File: config.mk
export PLATFORM = sky130hd
export DESIGN_NAME = fsrw_core
export DESIGN_NICKNAME = d
export VERILOG_FILES = /design/src/pkg/fsrw_pkg.sv /design/src/design/fsrw_core.sv
export SDC_FILE = /design/constraint.sdc
export NUM_CORES = 1
export LEC_CHECK = 0
export CAP_MARGIN = 30
export CORE_MARGIN = 3
export CORE_UTILIZATION = 39
export CTS_CLUSTER_DIAMETER = 200
export DETAILED_ROUTE_END_ITERATION = 12
export DONT_BUFFER_PORTS = 1
export PLACE_DENSITY = 0.62
export REMOVE_ABC_BUFFERS = 1
export SETUP_SLACK_MARGIN = 0.15
export SYNTH_ARGS = -nofsm -noshare
export SYNTH_HDL_FRONTEND = slang
export SYNTH_SLANG_ARGS = --single-unit
File: constraint.sdc
create_clock -name aclk -period 3.12 [get_ports aclk]
set_input_delay 0.624 -clock aclk [delete_from_list [all_inputs] [get_ports aclk]]
set_output_delay 0.624 -clock aclk [all_outputs]
set_load 0.05 [all_outputs]
File: src/pkg/fsrw_pkg.sv
// Constants, register map and state codes for the fault signal and reverse wakeup block.
// Assumes a 100 MHz clock; registers sit on AXI4-Lite at byte address = index * 4.
`default_nettype none

package fsrw_pkg;

	// ************************************************************
	// Timing
	// ************************************************************
	localparam int unsigned CLK_HZ = 100_000_000;
	localparam int unsigned HB_PERIOD_MS = 400;
	localparam int unsigned HB_PERIOD_CYC = HB_PERIOD_MS * (CLK_HZ / 1000);
	localparam int unsigned GAP_LIMIT_US = 10;
	localparam int unsigned GAP_LIMIT_CYC = GAP_LIMIT_US * (CLK_HZ / 1_000_000);
	localparam int unsigned VALID_WIN_US = 2000;
	localparam int unsigned VALID_WIN_CYC = VALID_WIN_US * (CLK_HZ / 1_000_000);
	localparam int unsigned HB_COUPLETS = 30;
	localparam int unsigned LISTEN_MIN_DEF = 31;

	// ************************************************************
	// Register indices
	// ************************************************************
	localparam logic [13:0] IDX_CHAIN_CTRL = 14'h0309;
	localparam logic [13:0] IDX_DIAG_CTRL = 14'h2000;
	localparam logic [13:0] IDX_DEV_CONF1 = 14'h2001;
	localparam logic [13:0] IDX_DEV_CONF2 = 14'h2002;
	localparam logic [13:0] IDX_FAULT_MASK = 14'h2020;
	localparam logic [13:0] IDX_FAULT_RST = 14'h2030;
	localparam logic [13:0] IDX_SUMMARY = 14'h2100;
	localparam logic [13:0] IDX_FAULT_REG = 14'h2101;
	localparam logic [13:0] IDX_FAULT_SYS = 14'h2102;
	localparam logic [13:0] IDX_FAULT_PWR = 14'h2103;
	localparam logic [13:0] IDX_FAULT_COMM1 = 14'h2104;
	localparam logic [13:0] IDX_DIAG_STAT = 14'h2110;

	// ************************************************************
	// Field positions and reset values
	// ************************************************************
	localparam logic [7:0] CONF1_RST = 8'h14;
	localparam int B_PULSE_TX_EN = 0;
	localparam int B_FPIN_EN = 2;
	localparam int B_TONE_RX_EN = 5;
	localparam int B_DISARM = 6;
	localparam int B_ARM = 7;
	localparam int B_DIR_SEL = 7;
	localparam int B_FORCE_WAKE = 0;
	localparam logic [1:0] WAKE_DIS_ALL = 2'h3;
	localparam int B_PWR = 0;
	localparam int B_SYS = 1;
	localparam int B_REG = 2;
	localparam int B_HB = 3;
	localparam int B_FTONE = 4;
	localparam int B_SUM_COMM = 3;
	localparam logic [1:0] RESP_OKAY = 2'h0;
	localparam logic [1:0] RESP_SLVERR = 2'h2;

	// ************************************************************
	// Listener state machine
	// ************************************************************
	typedef enum logic [2:0] {
		FSRW_RUN = 3'h1,
		FSRW_SHUT = 3'h2,
		FSRW_VALID = 3'h4
	} fsrw_state_e;

endpackage

`default_nettype wire

File: src/design/fsrw_core.sv
// Fault output, tone control, shutdown listener and latched wake output with register file.
// Assumes power-mode levels from the power controller and synchronous event pulses.
`default_nettype none

module fsrw_core
	import fsrw_pkg::*;
#(
	parameter int unsigned HB_PERIOD = HB_PERIOD_CYC,
	parameter int unsigned VALID_WIN = VALID_WIN_CYC,
	parameter int unsigned GAP_LIMIT = GAP_LIMIT_CYC,
	parameter int unsigned LISTEN_MIN = LISTEN_MIN_DEF
) (
	// Clock, resets, enable
	input wire logic aclk,
	input wire logic aresetn,
	input wire logic por_n,
	input wire logic clk_en,
	// AXI4-Lite slave
	input wire logic [15:0] s_axi_awaddr,
	input wire logic s_axi_awvalid,
	output logic s_axi_awready,
	input wire logic [31:0] s_axi_wdata,
	input wire logic [3:0] s_axi_wstrb,
	input wire logic s_axi_wvalid,
	output logic s_axi_wready,
	output logic [1:0] s_axi_bresp,
	output logic s_axi_bvalid,
	input wire logic s_axi_bready,
	input wire logic [15:0] s_axi_araddr,
	input wire logic s_axi_arvalid,
	output logic s_axi_arready,
	output logic [31:0] s_axi_rdata,
	output logic [1:0] s_axi_rresp,
	output logic s_axi_rvalid,
	input wire logic s_axi_rready,
	// Power mode from the device controller
	input wire logic mode_active,
	input wire logic mode_sleep,
	input wire logic mode_shutdown,
	// Fault events
	input wire logic frame_fault_hit,
	input wire logic rx_fault_tone,
	input wire logic rx_pulse_missing,
	input wire logic rx_pulse_fast,
	input wire logic always_on_switch_fail,
	input wire logic factory_check_error,
	input wire logic config_watch_error,
	// Supply monitors
	input wire logic core_overvoltage,
	input wire logic core_undervoltage,
	input wire logic converter_overvoltage,
	input wire logic converter_undervoltage,
	input wire logic reference_overvoltage,
	input wire logic reference_undervoltage,
	// Low-power listener front end
	input wire logic couplet_neg,
	// Tone transmitter requests
	input wire logic comm_tone_req,
	input wire logic [9:0] comm_tone_couplets,
	output logic tone_burst_start,
	output logic [9:0] tone_burst_couplets,
	output logic tone_burst_periodic,
	output logic tone_to_south,
	output logic tone_rx_enable,
	// Mode requests
	output logic validate_mode,
	output logic digital_reset_req,
	output logic shutdown_req,
	// Fault output, open drain
	output logic fault_out_n_o,
	output logic fault_out_n_oe,
	// Wake output pull-up
	input wire logic wake_pin_sense,
	output logic host_wake_out_o,
	output logic host_wake_out_oe
);

	// ************************************************************
	// Declarations
	// ************************************************************
	logic [7:0] conf1_q, wake_dis_q, fault_mask_reg_q, dir_q;
	logic [4:0] reg_flags_q, pwr_flags_q;
	logic [7:0] sys_flags_q, comm_flags_q;
	logic [3:0] summary;
	logic aw_have_q, w_have_q, bvalid_q, rvalid_q, strb_q;
	logic [13:0] aw_idx_q;
	logic [7:0] wdata_q;
	logic [1:0] bresp_q, rresp_q;
	logic [31:0] rdata_q;
	logic wr_go, wr_hit, rd_hit, force_wake, wake_trig, wake_set, wake_dis;
	logic [7:0] rst_pulse, rd_val;
	logic host_wake_q, wake_flag_q, armed_q, shut_d1_q, level_seen_q, validate_seen_q;
	fsrw_state_e state_q;
	logic [7:0] cpl_cnt_q;
	logic [31:0] gap_q, win_q, hb_q;

	// Byte address to register index match
	function automatic logic idx_hit(input logic [15:0] a, input logic [13:0] idx);
		idx_hit = (a[15:2] == idx) && (a[1:0] == 2'h0);
	endfunction

	// ************************************************************
	// AXI4-Lite slave
	// ************************************************************
	assign s_axi_awready = clk_en && !aw_have_q && !bvalid_q;
	assign s_axi_wready = clk_en && !w_have_q && !bvalid_q;
	assign s_axi_arready = clk_en && !rvalid_q;
	assign s_axi_bvalid = bvalid_q;
	assign s_axi_bresp = bresp_q;
	assign s_axi_rvalid = rvalid_q;
	assign s_axi_rresp = rresp_q;
	assign s_axi_rdata = rdata_q;
	assign wr_go = aw_have_q && w_have_q;

	// Write decode
	always_comb begin
		wr_hit = 1'b0;
		rst_pulse = 8'h00;
		force_wake = 1'b0;
		case (aw_idx_q)
			IDX_CHAIN_CTRL, IDX_DEV_CONF1, IDX_DEV_CONF2, IDX_FAULT_MASK: wr_hit = 1'b1;
			IDX_DIAG_CTRL: begin
				wr_hit = 1'b1;
				force_wake = wr_go && strb_q && wdata_q[B_FORCE_WAKE];
			end
			IDX_FAULT_RST: begin
				wr_hit = 1'b1;
				rst_pulse = (wr_go && strb_q) ? wdata_q : 8'h00;
			end
			default: wr_hit = 1'b0;
		endcase
	end

	// Write address and data capture, response
	always_ff @(posedge aclk) begin
		if (!aresetn) begin
			aw_have_q <= 1'b0;
			w_have_q <= 1'b0;
			bvalid_q <= 1'b0;
			bresp_q <= RESP_OKAY;
			aw_idx_q <= 14'h0000;
			wdata_q <= 8'h00;
			strb_q <= 1'b0;
		end else if (clk_en) begin
			if (s_axi_awvalid && s_axi_awready) begin
				aw_have_q <= 1'b1;
				aw_idx_q <= (s_axi_awaddr[1:0] == 2'h0) ? s_axi_awaddr[15:2] : 14'h3fff;
			end
			if (s_axi_wvalid && s_axi_wready) begin
				w_have_q <= 1'b1;
				wdata_q <= s_axi_wdata[7:0];
				strb_q <= s_axi_wstrb[0]; // Unstrobed byte leaves registers alone
			end
			if (wr_go) begin
				aw_have_q <= 1'b0;
				w_have_q <= 1'b0;
				bvalid_q <= 1'b1;
				bresp_q <= wr_hit ? RESP_OKAY : RESP_SLVERR;
			end else if (bvalid_q && s_axi_bready) begin
				bvalid_q <= 1'b0;
			end
		end
	end

	// Software configuration registers
	always_ff @(posedge aclk) begin
		if (!aresetn) begin
			conf1_q <= CONF1_RST;
			wake_dis_q <= 8'h00;
			fault_mask_reg_q <= 8'h00;
			dir_q <= 8'h00;
		end else if (clk_en && wr_go && strb_q) begin
			case (aw_idx_q)
				IDX_DEV_CONF1: conf1_q <= wdata_q;
				IDX_DEV_CONF2: wake_dis_q <= {6'h00, wdata_q[1:0]};
				IDX_FAULT_MASK: fault_mask_reg_q <= wdata_q;
				IDX_CHAIN_CTRL: dir_q <= {wdata_q[B_DIR_SEL], 7'h00};
				default: dir_q <= dir_q;
			endcase
		end
	end

	// Read mux
	always_comb begin
		rd_hit = 1'b1;
		rd_val = 8'h00;
		case (s_axi_araddr[15:2])
			IDX_CHAIN_CTRL: rd_val = dir_q;
			IDX_DIAG_CTRL, IDX_FAULT_RST: rd_val = 8'h00;
			IDX_DEV_CONF1: rd_val = conf1_q;
			IDX_DEV_CONF2: rd_val = wake_dis_q;
			IDX_FAULT_MASK: rd_val = fault_mask_reg_q;
			IDX_SUMMARY: rd_val = {4'h0, summary};
			IDX_FAULT_REG: rd_val = {3'h0, reg_flags_q};
			IDX_FAULT_SYS: rd_val = sys_flags_q;
			IDX_FAULT_PWR: rd_val = {3'h0, pwr_flags_q};
			IDX_FAULT_COMM1: rd_val = comm_flags_q;
			IDX_DIAG_STAT: rd_val = {7'h00, level_seen_q};
			default: rd_hit = 1'b0;
		endcase
		if (s_axi_araddr[1:0] != 2'h0) begin
			rd_hit = 1'b0;
		end
	end

	// Read response
	always_ff @(posedge aclk) begin
		if (!aresetn) begin
			rvalid_q <= 1'b0;
			rdata_q <= 32'h0000_0000;
			rresp_q <= RESP_OKAY;
		end else if (clk_en) begin
			if (s_axi_arvalid && s_axi_arready) begin
				rvalid_q <= 1'b1;
				rdata_q <= rd_hit ? {24'h00_0000, rd_val} : 32'h0000_0000;
				rresp_q <= rd_hit ? RESP_OKAY : RESP_SLVERR;
			end else if (rvalid_q && s_axi_rready) begin
				rvalid_q <= 1'b0;
			end
		end
	end

	// ************************************************************
	// Fault flags and roll-up
	// ************************************************************
	// Set wins over a reset-bit write in the same cycle
	always_ff @(posedge aclk) begin
		if (!aresetn) begin
			reg_flags_q <= 5'h00;
			comm_flags_q <= 8'h00;
			validate_seen_q <= 1'b0;
		end else if (clk_en) begin
			reg_flags_q[0] <= factory_check_error | (reg_flags_q[0] & ~rst_pulse[B_REG]);
			reg_flags_q[2] <= config_watch_error | (reg_flags_q[2] & ~rst_pulse[B_REG]);
			comm_flags_q[5] <= (mode_active & frame_fault_hit)
				| (tone_rx_enable & rx_fault_tone) | (comm_flags_q[5] & ~rst_pulse[B_FTONE]);
			comm_flags_q[4] <= (tone_rx_enable & rx_pulse_missing) | (comm_flags_q[4] & ~rst_pulse[B_HB]);
			comm_flags_q[3] <= (tone_rx_enable & rx_pulse_fast) | (comm_flags_q[3] & ~rst_pulse[B_HB]);
			validate_seen_q <= (state_q == FSRW_VALID) | (validate_seen_q & ~rst_pulse[B_SYS]);
		end
	end

	// Supply flags; the converter undervoltage flag must survive the reset it causes
	always_ff @(posedge aclk) begin
		if (!por_n) begin
			pwr_flags_q <= 5'h00;
		end else if (clk_en) begin
			pwr_flags_q[0] <= always_on_switch_fail | (pwr_flags_q[0] & ~rst_pulse[B_PWR]);
			pwr_flags_q[1] <= reference_overvoltage | (pwr_flags_q[1] & ~rst_pulse[B_PWR]);
			pwr_flags_q[2] <= core_overvoltage | (pwr_flags_q[2] & ~rst_pulse[B_PWR]);
			pwr_flags_q[3] <= converter_overvoltage | (pwr_flags_q[3] & ~rst_pulse[B_PWR]);
			pwr_flags_q[4] <= converter_undervoltage | (pwr_flags_q[4] & ~rst_pulse[B_PWR]);
		end
	end

	// Supply actions
	assign digital_reset_req = core_undervoltage | converter_undervoltage;
	assign shutdown_req = reference_undervoltage;

	// Masked categories stay out of the roll-up
	assign summary[B_PWR] = |pwr_flags_q & ~fault_mask_reg_q[B_PWR];
	assign summary[B_SYS] = |sys_flags_q & ~fault_mask_reg_q[B_SYS];
	assign summary[B_REG] = |reg_flags_q & ~fault_mask_reg_q[B_REG];
	assign summary[B_SUM_COMM] = (comm_flags_q[5] & ~fault_mask_reg_q[B_FTONE])
		| (|comm_flags_q[4:3] & ~fault_mask_reg_q[B_HB]);

	// Open-drain fault output
	assign fault_out_n_o = 1'b0;
	assign fault_out_n_oe = conf1_q[B_FPIN_EN] && (summary != 4'h0);

	// ************************************************************
	// Listener and validate state machine
	// ************************************************************
	// Arming latched on shutdown entry, disarm first; cleared only from complete off or by a disarm at shutdown entry
	always_ff @(posedge aclk) begin
		if (!por_n) begin
			armed_q <= 1'b0;
			shut_d1_q <= 1'b0;
		end else if (clk_en) begin
			shut_d1_q <= mode_shutdown;
			if (mode_shutdown && !shut_d1_q) begin
				armed_q <= conf1_q[B_DISARM] ? 1'b0 : (conf1_q[B_ARM] ? 1'b1 : armed_q);
			end
		end
	end

	// Couplet counter with gap timeout, shutdown only
	always_ff @(posedge aclk) begin
		if (!aresetn) begin
			cpl_cnt_q <= 8'h00;
			gap_q <= 32'h0;
		end else if (clk_en) begin
			if (state_q != FSRW_SHUT || !armed_q) begin
				cpl_cnt_q <= 8'h00;
				gap_q <= 32'h0;
			end else if (couplet_neg) begin
				cpl_cnt_q <= (cpl_cnt_q == 8'hff) ? cpl_cnt_q : cpl_cnt_q + 8'h01;
				gap_q <= 32'h0;
			end else if (gap_q >= GAP_LIMIT) begin
				cpl_cnt_q <= 8'h00;
			end else begin
				gap_q <= gap_q + 32'h1;
			end
		end
	end

	// Run, shutdown and validate sequencing
	always_ff @(posedge aclk) begin
		if (!aresetn) begin
			state_q <= FSRW_RUN;
			win_q <= 32'h0;
		end else if (clk_en) begin
			case (state_q)
				FSRW_RUN: if (mode_shutdown) begin
					state_q <= FSRW_SHUT;
				end
				FSRW_SHUT: begin
					win_q <= 32'h0;
					if (!mode_shutdown) begin
						state_q <= FSRW_RUN;
					end else if (32'(cpl_cnt_q) >= LISTEN_MIN) begin
						state_q <= FSRW_VALID;
					end
				end
				FSRW_VALID: begin
					win_q <= win_q + 32'h1;
					if (!mode_shutdown) begin
						state_q <= FSRW_RUN;
					end else if (win_q >= VALID_WIN - 1) begin
						state_q <= FSRW_SHUT;
					end
				end
				default: state_q <= FSRW_RUN;
			endcase
		end
	end

	assign validate_mode = (state_q == FSRW_VALID);
	assign tone_rx_enable = (mode_sleep && conf1_q[B_TONE_RX_EN]) || validate_mode;

	// ************************************************************
	// Tone transmit scheduling
	// ************************************************************
	// Heartbeat repeats in sleep; communication tone is a single burst
	always_ff @(posedge aclk) begin
		if (!aresetn) begin
			hb_q <= 32'h0;
			tone_burst_start <= 1'b0;
			tone_burst_couplets <= 10'h000;
			tone_burst_periodic <= 1'b0;
		end else if (clk_en) begin
			tone_burst_start <= 1'b0;
			if (mode_sleep && conf1_q[B_PULSE_TX_EN]) begin
				hb_q <= (hb_q >= HB_PERIOD - 1) ? 32'h0 : hb_q + 32'h1;
				if (hb_q == 32'h0) begin
					tone_burst_start <= 1'b1;
					tone_burst_couplets <= 10'(HB_COUPLETS);
					tone_burst_periodic <= 1'b1;
				end
			end else begin
				hb_q <= 32'h0;
				if (comm_tone_req) begin
					tone_burst_start <= 1'b1;
					tone_burst_couplets <= comm_tone_couplets;
					tone_burst_periodic <= 1'b0;
				end
			end
		end
	end

	assign tone_to_south = dir_q[B_DIR_SEL];

	// ************************************************************
	// Wake output latch
	// ************************************************************
	assign wake_dis = (wake_dis_q[1:0] == WAKE_DIS_ALL);
	assign wake_trig = ((mode_sleep || validate_mode) && (comm_flags_q[5] || comm_flags_q[4]
		|| comm_flags_q[3] || pwr_flags_q[0] || reg_flags_q[0] || reg_flags_q[2]))
		|| (mode_active && force_wake);
	assign wake_set = wake_trig && !wake_dis;

	// Latch and flag survive digital reset
	always_ff @(posedge aclk) begin
		if (!por_n) begin
			host_wake_q <= 1'b0;
			wake_flag_q <= 1'b0;
		end else if (clk_en) begin
			host_wake_q <= host_wake_q | wake_set;
			wake_flag_q <= wake_set | (wake_flag_q & ~(rst_pulse[B_SYS] & wake_dis));
		end
	end

	assign sys_flags_q = {validate_seen_q, 6'h00, wake_flag_q};

	// Pin level status
	always_ff @(posedge aclk) begin
		if (!aresetn) begin
			level_seen_q <= 1'b0;
		end else if (clk_en) begin
			level_seen_q <= wake_pin_sense;
		end
	end

	assign host_wake_out_o = 1'b1;
	assign host_wake_out_oe = host_wake_q && !wake_dis;
endmodule

`default_nettype wire

After elaboration in Yosys (flattened, before gate mapping)
Cells that the tools add are included.

Word-level logic and storage cells: 239. Register bits after elaboration: 217. Bits of input ports: 106. Output and inout bits: 62.

Reductions and logical operators: 75. Equal/unequal tests: 30. Multiplexer cells: 46. Order comparisons: 4. Bitwise logic cells: 49. Add/subtract/negate cells: 4.

Operator list (number): $eq 14x14->1 const B (16); $mux 32 (5); $add 32x1->32 const B (3); $pmux 8 s10 (1); $pmux 32 s2 (1); $mux 8 (5); $ge 32x10->1 const B (1); $ge 32x18->1 const B (1); $ge 32x26->1 const B (1); $logic_not 32->1 (1); $mux 10 (3); $eq 14x10->1 const B (2); $reduce_and 2->1 (14); $logic_and 1x1->1 (23); $and 1x1->1 (22); $mux 1 (20); $or 1x1->1 (16); $reduce_bool 2->1 (8); $mux 3 (5); $mux 14 (1); $reduce_or 12->1 (1); $not 1->1 (11); $mux 5 (2); $logic_or 1x1->1 (9); 22 further kinds (36).

Depth between registers and ports, before layout
Depth after elaboration: 9. Mapped depth: 8. Mapped depth without buffers: 7.

Worst setup path after synthesis
OpenSTA, ideal clock, no wires.

Kind: input -> output. Start point: in clk_en. End point: out s_axi_arready. Stages: 5. Path slack: 0.455 ns. Path buffers: 3. Arrival time: 2.041 ns. Cells stage by stage: clkbuf_1 inv_1 clkbuf_1 clkbuf_1 nor2_1.

Longest elaborated chain between the ends: 1.

RTL lines: start: declaration (RTL line fsrw_core.sv:17) `input wire logic clk_en,`; $logic_and 1x1->1 (RTL line fsrw_core.sv:107) `assign s_axi_arready = clk_en && !rvalid_q;`; end: declaration (RTL line fsrw_core.sv:31) `output logic s_axi_arready,`.

Every way passes these cells.

Final worst setup path
Start point: reg hb_q[0]. End point: reg hb_q[18].

Longest elaborated chain between the ends: 3.

RTL lines: start: declaration (RTL line fsrw_core.sv:95) `logic [31:0] gap_q, win_q, hb_q;`; start signal: assignment (RTL line fsrw_core.sv:354) `hb_q <= (hb_q >= HB_PERIOD - 1) ? 32'h0 : hb_q + 32'h1;`; $add 32x1->32 or $ge 32x26->1 (tied branches) (RTL line fsrw_core.sv:354); $mux 32 (*) (RTL line fsrw_core.sv:354); $mux 32 (*) (RTL line fsrw_core.sv:353) `if (mode_sleep && conf1_q[B_PULSE_TX_EN]) begin`.

Mark *: on every way between the ends. The rest lies on a longest branch, timed or not. A chain may end at the register's enable or synchronous reset.

==> out/summary.txt <==
Max stage delay on crit path - 0.46 ns
Worst reg-to-reg path cell count - 7
Post-Syn Area - 0.00915 mm2
Avg Inst Size Synth - 8.35 um2
CTS Hold Bufs - 0
# IOs - 168
RePlAce Congestion - 0.850
Global-route wire length before repair - 38000 um
Top-count cell post-synth - dfxtp_1
Starting Density - 40.1%
Final hold vios - 0
Hold Path Sink - conf1_q[4]$_SDFFE_PN1P_
LEAKAGE - 3.57 nW
Total number of vias - 7818
Cell Chain, Critical Path - ha_1, nand2_1, or3_4, a2111oi_4, a21oi_2, and3_1, o31a_1
Power Dens Cells - 502 mW/mm2
Die width - 159 um
Status - completed
CP Class - reg2reg
Final period util - 82.9%
Post-CTS sizing - 0
Pwr Total - 4.98 mW
Sum Neg Setup Slack - 0 ns
Arrival time at the worst endpoint - 2.91 ns
Netlist cell types - 78
Critical R2R Capture - hb_q[18]$_SDFFE_PN0P_
Row cnt - 55
Vias in the first global route - 7248
Root Buffer - clkbuf_16
Post-synth EDFFs - 0
Number of remaining DRC errors - 0
Hold depth - 1
Area leader, netlist - dfxtp_1
Gate Count Post-Synth - 1096
Crit. End Element - flop
Fin crit period - 2.59 ns
Hold path startpoint - aresetn
Max-slew violations - 0
DP HPWL - 16300 um
Async S/R FF share, synth - 0%
Post-CTS setup repair buffer count - 0
Worst hold slack - 0.258 ns
Num Clock Sinks - 191
Vias/cell - 5.56
Startpoint class of the critical path - flop
Drt total wl - 23200 um
Worst hold path class - in2reg
Total congestion overflow - 0
Clock Skews - 0.0134 ns
Flops & latches, synth - 191
Layout Nets - 1191
Area of the core - 0.0228 mm2
Area grow syn2layout - 8.24%
Top achievable clock speed - 387 MHz
Final-report setup violation count - 0
Relative slew slack - 46.7%
Starting DRT DRC Count - 621
Total Die Area - 0.0253 mm2
Post-route ant nets - 0
Pre-Repair DR Iteration Count - 5
Latest clock arrival within the worst-skew pair - 0.44 ns
Gr usage total - 18.2%
Reg2reg setup slack - 0.53 ns
Least-Margin Pin Slew - 0.799 ns
Top cells by count, synth - dfxtp_1, nor2_1, nand2_1, a21oi_1, nand3_1
Slowest cell on crit path - a2111oi_4
Synth top area share - 41.8%
Sequential area share after synthesis - 41.8%
Port-buffer cells - 0
Die H - 159 um
Synth Flop Type - dfxtp_1
Yosys warnings - 0
Area contributors post-synth - dfxtp_1, nor2_1, nand2_1, a21oi_1, nand3_1
Fillers - 2291
Worst r2r src - hb_q[0]$_SDFFE_PN0P_
Initial antenna violation count - 1
Maximum clock path buffer count - 2
Ratio of cells with drive above 1 in the final layout - 7.97%
Placed Instances - 1373
VDD IR max - 0.000229 V
Final instance count without filler cells - 1406
TritonCTS clock tree - done
CP max FO - 18
CTS Buf Count - 17
WL/cell - 16.5 um
RSZ-0062 raised after global routing - no
Clock Pin Slew Worst Setup and Hold Paths - 0.08 ns
Crit path required time - 3.44 ns
Largest net degree at the start of global routing - 62
Max Cap Violations - 0
H-tree Lvls - 4
-- final cells by class --
| type | instances | area, um2 | area share [%] |
|---|---|---|---|
| well taps | 313 | 392 | 3.95 |
| clock buffers | 18 | 439 | 4.43 |
| flip-flops and latches | 191 | 3820 | 38.6 |
| inverters | 28 | 105 | 1.06 |
| repair buffers | 17 | 128 | 1.29 |
| diodes | 1 | 2.50 | 0.0253 |
| multi-input cells | 824 | 4900 | 49.4 |
| clock inverters | 14 | 121 | 1.22 |
-- registers in the layout, indices dropped and copies added, names as in the netlist, 10 cells and up --
register,flops
win_q,32
tone_burst_couplets,10
aw_idx_q,14
hb_q,32
gap_q,32
-- metal layers --
layer	part of all wire (%)	GRT usage [%]
met1	46	23.7
met5	0.056	0
met3	5.2	4.66
met4	1.2	4.50
met2	48	30.2
-- logic make-up (layout without fill, tap and decap cells) --
group,Yosys count,after routing,share of synthesized area (%)
and+or+nand+nor,523,523,29.8
AOI/OAI and AO/OA,203,203,15.2
DFF,191,191,41.8
buffers and inverters,107,77,5.80
xor gates and xnor gates,34,34,3.25
muxes,30,30,3.32
adders and majority gates,6,6,0.820
other,2,29,0.0820
-- placed cells by master (no fill, tap or decap), types with 20 or more instances in the layout --
cell type,instances
nor3_1,42
nand3_1,64
and3_1,30
o21ai_0,35
and2_1,24
dfxtp_1,191
or3_1,20
mux2i_1,27
a21oi_1,64
nand4_1,25
inv_1,27
conb_1,28
nor2_1,116
nand2_1,107
-- where the power goes --
| group | internal (mW) | switching, mW | total [mW] |
|---|---|---|---|
| clock | 1.07 | 1.03 | 2.11 |
| sequential | 2.48 | 0.0768 | 2.56 |
| combinational | 0.0918 | 0.220 | 0.312 |
| total | 3.65 | 1.33 | 4.98 |
-- worst max-delay path: cells and delay by family, from the launching register on --
family | cells | cell delay, ns
flops | 1 | 0.41
fa+ha+maj | 1 | 0.28
simple gates | 3 | 0.77
compound gates | 3 | 1.02
-- metrics by stage --
stage	setup slack [ns]	cell area (um2)	util [%]
after floorplan	0.533	8830	-
after global placement	0.490	9340	40.9
after detailed placement	0.479	9350	40.9
after CTS	0.559	9910	43.4
after global routing	0.386	9910	43.4
final	0.533	9910	43.4
-- worst max path at each step --
stage	startpoint	end	depth (start not counted)	slack, ns
CTS	hb_q[0]$_SDFFE_PN0P_	hb_q[18]$_SDFFE_PN0P_	7	0.56
detailed placement	mode_sleep	hb_q[17]$_SDFFE_PN0P_	5	0.48
global route	hb_q[0]$_SDFFE_PN0P_	hb_q[18]$_SDFFE_PN0P_	7	0.39
finish	hb_q[0]$_SDFFE_PN0P_	hb_q[18]$_SDFFE_PN0P_	7	0.53
global placement	mode_sleep	hb_q[17]$_SDFFE_PN0P_	5	0.49
floorplan	s_axi_bvalid$_SDFFE_PN0P_	aw_idx_q[10]$_SDFFE_PN0P_	5	0.53
(Power assumes the default switching activity.)
